### src/dlt_pkg.sv
// dlt_pkg: constants for the ddr read latency parameter block
// assumes: shared by both ends of the table link
package dlt_pkg;
    localparam int ADDR_W = 6;
    localparam int DATA_W = 8;
    localparam logic [5:0] OFS_ID = 6'h00;
    localparam logic [5:0] OFS_LEN = 6'h01;
    localparam logic [5:0] OFS_ROWS = 6'h02;
    localparam logic [5:0] OFS_ROWLEN = 6'h03;
    localparam logic [5:0] OFS_TABLE = 6'h04;
    localparam logic [5:0] OFS_LAST = 6'h2B;
    localparam logic [7:0] PARAM_ID = 8'h9A;
    localparam logic [7:0] PARAM_LEN = 8'h2A;
    localparam logic [7:0] NUM_ROWS = 8'h05;
    localparam logic [7:0] ROW_LEN = 8'h08;
    localparam logic [7:0] HDR_FREQ = 8'h46;
    localparam logic [7:0] HDR_CODE = 8'h43;
    localparam logic [7:0] CMD_FAST3 = 8'h0D;
    localparam logic [7:0] CMD_FAST4 = 8'h0E;
    localparam logic [7:0] CMD_DUAL3 = 8'hBD;
    localparam logic [7:0] CMD_DUAL4 = 8'hBE;
    localparam logic [7:0] CMD_QUAD3 = 8'hED;
    localparam logic [7:0] CMD_QUAD4 = 8'hEE;
    localparam logic [7:0] NOT_SUPPORTED = 8'hFF;
    localparam logic [7:0] MHZ_50 = 8'h32;
    localparam logic [7:0] MHZ_66 = 8'h42;
    localparam logic [7:0] LC_11 = 8'h03;
    localparam logic [7:0] LC_00 = 8'h00;
    localparam logic [7:0] LC_01 = 8'h01;
    localparam logic [7:0] LC_10 = 8'h02;
    localparam logic [7:0] MODE_FAST = 8'h04;
    localparam logic [7:0] MODE_DUAL = 8'h02;
    localparam logic [7:0] MODE_QUAD = 8'h01;
    localparam logic [1:0] SEL_FAST = 2'h0;
    localparam logic [1:0] SEL_DUAL = 2'h1;
    localparam logic [1:0] SEL_QUAD = 2'h2;
endpackage

### src/dlt_if.sv
// dlt_if: byte read link between table host and table device
// assumes: one clock, device answers one cycle after a request
`timescale 1ns/1ps
interface dlt_if;
    logic req;
    logic [5:0] addr;
    logic ack;
    logic [7:0] data;
    modport dev (input req, input addr, output ack, output data);
    modport host (output req, output addr, input ack, input data);
endinterface

### src/dlt_host.sv
// dlt_host: walks the table and picks ddr mode and latency for a latency code; freq_o is the last row's limit
// assumes: device answers each request with ack one cycle later
`timescale 1ns/1ps
module dlt_host (
    input wire logic clk_i,
    input wire logic rst_i,
    dlt_if.host link,
    input wire logic start_i,
    input wire logic [1:0] code_i,
    input wire logic [1:0] cmd_sel_i,
    output logic done_o,
    output logic found_o,
    output logic supported_o,
    output logic [7:0] freq_o,
    output logic [7:0] mode_o,
    output logic [7:0] lat_o
);
    import dlt_pkg::*;
    typedef enum logic [1:0] {
        ST_IDLE = 2'b00, ST_REQ = 2'b01, ST_WAIT = 2'b10
    } dlt_state_e;
    dlt_state_e state, next_state;
    logic [5:0] addr, next_addr;
    logic req, next_req;
    logic done, next_done, found, next_found, sup, next_sup;
    logic [7:0] freq, next_freq, mode, next_mode, lat, next_lat;
    logic hit, next_hit;
    logic [5:0] row_pos;
    logic [5:0] mode_pos;
    assign link.req = req;
    assign link.addr = addr;
    assign done_o = done;
    assign found_o = found;
    assign supported_o = sup;
    assign freq_o = freq;
    assign mode_o = mode;
    assign lat_o = lat;
    // offset within a data row; header row is skipped by starting past it
    always_comb begin
        row_pos = 6'((addr - OFS_TABLE) & 6'h07);
        mode_pos = 6'(6'h02 + {3'b000, cmd_sel_i, 1'b0});
    end
    always_comb begin
        next_state = state;
        next_addr = addr;
        next_req = 1'b0;
        next_done = 1'b0;
        next_found = found;
        next_sup = sup;
        next_freq = freq;
        next_mode = mode;
        next_lat = lat;
        next_hit = hit;
        unique case (state)
            ST_IDLE: begin
                if (start_i) begin
                    next_addr = 6'(OFS_TABLE + 6'h08); // RULE11
                    next_found = 1'b0;
                    next_sup = 1'b0;
                    next_hit = 1'b0;
                    next_req = 1'b1;
                    next_state = ST_REQ;
                end
            end
            ST_REQ: next_state = ST_WAIT;
            ST_WAIT: begin
                if (link.ack) begin
                    if (row_pos == 6'h00) next_freq = link.data; // RULE7
                    if (row_pos == 6'h01) begin
                        next_hit = link.data[1:0] == code_i; // RULE8
                    end
                    if (hit && row_pos == mode_pos) begin
                        next_mode = link.data; // RULE9
                    end
                    if (hit && row_pos == 6'(mode_pos + 6'h01)) begin
                        next_lat = link.data; // RULE10
                        next_found = 1'b1;
                        next_sup = link.data != NOT_SUPPORTED // RULE12
                            && mode != NOT_SUPPORTED;
                    end
                    if (addr == OFS_LAST) begin
                        next_done = 1'b1;
                        next_state = ST_IDLE;
                    end else begin
                        next_addr = 6'(addr + 6'h01); // RULE13
                        next_req = 1'b1;
                        next_state = ST_REQ;
                    end
                end
            end
            default: next_state = ST_IDLE;
        endcase
    end
    always_ff @(posedge clk_i) begin
        if (rst_i) begin
            state <= ST_IDLE;
            addr <= 6'h00;
            req <= 1'b0;
            done <= 1'b0;
            found <= 1'b0;
            sup <= 1'b0;
            freq <= 8'h00;
            mode <= 8'h00;
            lat <= 8'h00;
            hit <= 1'b0;
        end else begin
            state <= next_state;
            addr <= next_addr;
            req <= next_req;
            done <= next_done;
            found <= next_found;
            sup <= next_sup;
            freq <= next_freq;
            mode <= next_mode;
            lat <= next_lat;
            hit <= next_hit;
        end
    end
endmodule

### src/flat_wrapper.sv
// flat-port wrapper written by rule: the top's interface ports become plain ports
module dlt_host_flat import dlt_pkg::*;
  (clk_i, rst_i, start_i, code_i, cmd_sel_i, done_o, found_o, supported_o, freq_o, mode_o, lat_o, link_req, link_addr, link_ack, link_data);
  dlt_if link_i ();
  input wire logic clk_i;
  input wire logic rst_i;
  input wire logic start_i;
  input wire logic [1:0] code_i;
  input wire logic [1:0] cmd_sel_i;
  output logic done_o;
  output logic found_o;
  output logic supported_o;
  output logic [7:0] freq_o;
  output logic [7:0] mode_o;
  output logic [7:0] lat_o;
  output wire logic [$bits(link_i.req)-1:0] link_req;
  output wire logic [$bits(link_i.addr)-1:0] link_addr;
  input wire logic [$bits(link_i.ack)-1:0] link_ack;
  input wire logic [$bits(link_i.data)-1:0] link_data;
  assign link_req = link_i.req;
  assign link_addr = link_i.addr;
  assign link_i.ack = link_ack;
  assign link_i.data = link_data;
  dlt_host u_core (.clk_i(clk_i), .rst_i(rst_i), .link(link_i), .start_i(start_i), .code_i(code_i), .cmd_sel_i(cmd_sel_i), .done_o(done_o), .found_o(found_o), .supported_o(supported_o), .freq_o(freq_o), .mode_o(mode_o), .lat_o(lat_o));
endmodule
### config.mk
export PLATFORM = sky130hd
export DESIGN_NAME = dlt_host_flat
export DESIGN_NICKNAME = d
export VERILOG_FILES = /design/src/dlt_pkg.sv /design/src/dlt_if.sv /design/src/dlt_host.sv /design/src/flat_wrapper.sv
export SDC_FILE = /design/constraint.sdc
export NUM_CORES = 1
export LEC_CHECK = 0
export ABC_AREA = 1
export BUFFER_PORTS_ARGS = -buffer_cell sky130_fd_sc_hd__buf_2
export CORE_ASPECT_RATIO = 1.25
export CORE_MARGIN = 5
export CORE_UTILIZATION = 37
export CTS_BUF_LIST = sky130_fd_sc_hd__clkbuf_4
export DETAILED_ROUTE_END_ITERATION = 10
export GPL_ROUTABILITY_DRIVEN = 0
export SYNTH_ARGS = -nofsm -noshare
export SYNTH_HDL_FRONTEND = slang
export SYNTH_SLANG_ARGS = --single-unit
### constraint.sdc
create_clock -name clk_i -period 3.1 [get_ports clk_i]
set_input_delay 0.465 -clock clk_i [delete_from_list [all_inputs] [get_ports clk_i]]
set_output_delay 0.465 -clock clk_i [all_outputs]
set_load 0.005 [all_outputs]
==> flow_metrics.py <==
metrics = {
    "routing": {
        "wl_mm": 4.30,
        "drc": 0,
        "vias_per_cell": 4.84,
        "wire_per_inst_um": 12.5,
        "ant_nets": 0,
        "drt_pass1_iterations": 4,
        "drt_iter0_drc": 115,
        "vias": 1660,
    },
    "sta": {
        "rsz0062_at_grt": "false",
        "post-route-period-util_pct": 53.1,
        "setup_tns_ps": 0,
        "setup-violations-final": 0,
        "min_period_ps": 1650,
        "setup_ws_ps": 1450,
        "tightest_slew_ps": 585,
        "slew_violations": 0,
        "relSlewSlack_pct": 61.0,
        "hold_viol_final": 0,
        "skew_ps": 9.60,
        "max_freq_ghz": 0.608,
    },
    "pwr": {
        "p_comb_share_pct": 12.4,
        "intPower_uw": 782,
        "power_leakage_uw": 0.000949,
        "power-per-cell-area_nw_per_um2": 486,
        "p_sw_uw": 272,
        "p_seq_share_pct": 48.0,
        "p_sw_share_pct": 25.8,
        "clkPwrFrac_pct": 39.7,
        "fin_total_pwr_uw": 1050,
        "max-vdd-ir-drop_mv": 0.224,
    },
    "yosys": {
        "ys_types": 26,
        "synth.avg_cell_area_um2": 7.69,
        "yosysTopAreaCell": "dfxtp_1",
        "yosysSeqAreaShare_pct": 41.5,
        "synth_seq_cells": 37,
        "synth_warnings": 0,
        "synth_nets": 252,
        "postSynthCellCount": 232,
        "netlist_area_um2": 1780,
        "synth_top_area_share_pct": 41.5,
        "synth_area_leaders": "dfxtp_1, nor2_1, nand2_1, a21oi_1, o21ai_0",
    },
    "clock_network": {
        "insertion_delay_ps": 350,
        "clockBufferDepth": 2,
        "cts_tree": "yes",
        "clk_pin_slew_ps": 120,
        "numClockSinks": 37,
        "root_buffer": "clkbuf_4",
        "ctsHtreeMaxLevel": 2,
        "numCtsBuffers": 5,
        "cts_resized": 0,
        "post_cts.repair.setup_buffers": 0,
        "cts_hold_buf": 0,
    },
    "worst_setup_path": {
        "critPathRequiredTime_ps": 3390,
        "crit_type": "reg -> reg",
        "critPathArrivalTime_ps": 1940,
        "cp-start-kind": "flop",
        "crit_path_end_kind": "flop",
        "worstPathMaxFanout": 11,
    },
    "die": {
        "dieWidth_um": 72.1,
        "rows": 28,
        "core_um2": 4690,
        "start_util_pct": 38.0,
        "pin_count": 50,
        "die_area_um2": 6320,
        "die_y_um": 87.6,
    },
    "final_layout": {
        "fin_nets": 302,
        "final_common_cell": "buf_2",
        "fill_cells": 524,
        "insertedDiodeCount": 0,
        "final_util_pct": 46.2,
        "layout_common_cells": "buf_2, nor2_1, nand2_1, dfxtp_1",
        "layout-drive-gt1-share_pct": 29.7,
        "area_growth_pct": 21.6,
    },
    "min_path": {
        "min_path_type": "in -> reg",
    },
    "status": {
        "status": "complete, no violations",
    },
    "grt": {
        "grt_max_degree": 21,
        "antenna_found_initial": 0,
        "grt_pass1_vias": 1577,
        "grt_pass1_wl_mm": 7.18,
        "grt_usage_pct": 14.4,
        "grt.overflow.total": 0,
    },
    "place": {
        "place.port_buffers": 49,
        "dp_slack_ps": 1080,
        "hpwlAfterDp_mm": 3.31,
    },
    "flow_run": {
        "drv_cap": 0,
    },
}
==> kinds of logic after synthesis <==
kind of cell	after synthesis	synth area share [%]
and+or+nand+nor	129	39.0
adders and majority gates	4	2.81
AOI/OAI and AO/OA	39	10.9
DFF	37	41.5
buffers and inverters	23	5.75
==> stage by stage <==
stage,hold WS [ps],std cells,instance area (um^2)
detailed placement,438,335,2070
global placement,439,335,2070
finish,421,343,2170
global route,420,343,2170
floorplan,444,232,1780
CTS,415,343,2170
==> cell usage after synthesis <==
library cell and count:
a21oi_1 19, buf_1 2, buf_6 2, clkbuf_1 2, clkinv_2 1, dfxtp_1 37, ha_1 4, inv_1 10
inv_2 6, nand2_1 41, nand2_2 4, nand2_4 2, nand2_8 2, nand3_1 6, nand3_4 3, nand3b_2 1
nand4_1 11, nor2_1 42, nor2_2 2, nor2_4 2, nor2_8 2, nor3_1 8, nor4_1 1, o21ai_0 19
o21ai_1 1, or2_2 2
==> worst max-delay path: stages (launching register included) <==
cell and delay (ps):
dfxtp_1 540, nor2_1 110, nor2_2 490, nand3_4 180, clkinv_2 140, nor2_1 50, nor2_1 90
==> cell type report <==
class	count	area (um^2)	share of cell area (%)
flip-flops and latches	37	741	34.1
clock inverters	3	65.1	3.00
multi-input cells	172	941	43.4
repair buffers	49	245	11.3
clock buffers	5	37.5	1.73
well taps	60	75.1	3.46
inverters	17	65.1	3.00
==> power by group through the flow <==
stage          logic, uW  registers (uW)  clock network, uW
6_report             130             506                418
5_1_grt              146             508                451
4_1_cts              132             506                429
3_5_place_dp         132             516                  0
3_3_place_gp         131             516                  0
2_1_floorplan       98.4             512                  0
==> flip-flops by register name, summed over array words and instances (netlist names) <==
register and cells:
u_core.link.req 1, u_core.link.addr 6, u_core.lat_o 8, u_core.found_o 1, u_core.state 2, u_core.hit 1, u_core.done_o 1, u_core.freq_o 8
u_core.supported_o 1, u_core.mode_o 8
==> worst paths after layout <==
check	depth (start not counted)	from	endpoint	slack, ps
setup reg to reg	6	u_core.link.addr[2]	u_core.mode_o[4]	1450
hold / removal	3	link_data[1]	u_core.mode_o[1]	420
hold reg to reg	2	u_core.found_o	u_core.found_o	450
setup / recovery	6	u_core.link.addr[2]	u_core.mode_o[4]	1450
==> per-layer routing <==
metal	part of all wire [%]	track usage, %	wire length, um
met2	47	24.2	2020
met4	1.6	5.30	69
met3	7.6	5.05	329
met1	44	16.7	1880
met5	0	0	0
Power figures use the tool's default switching activity.
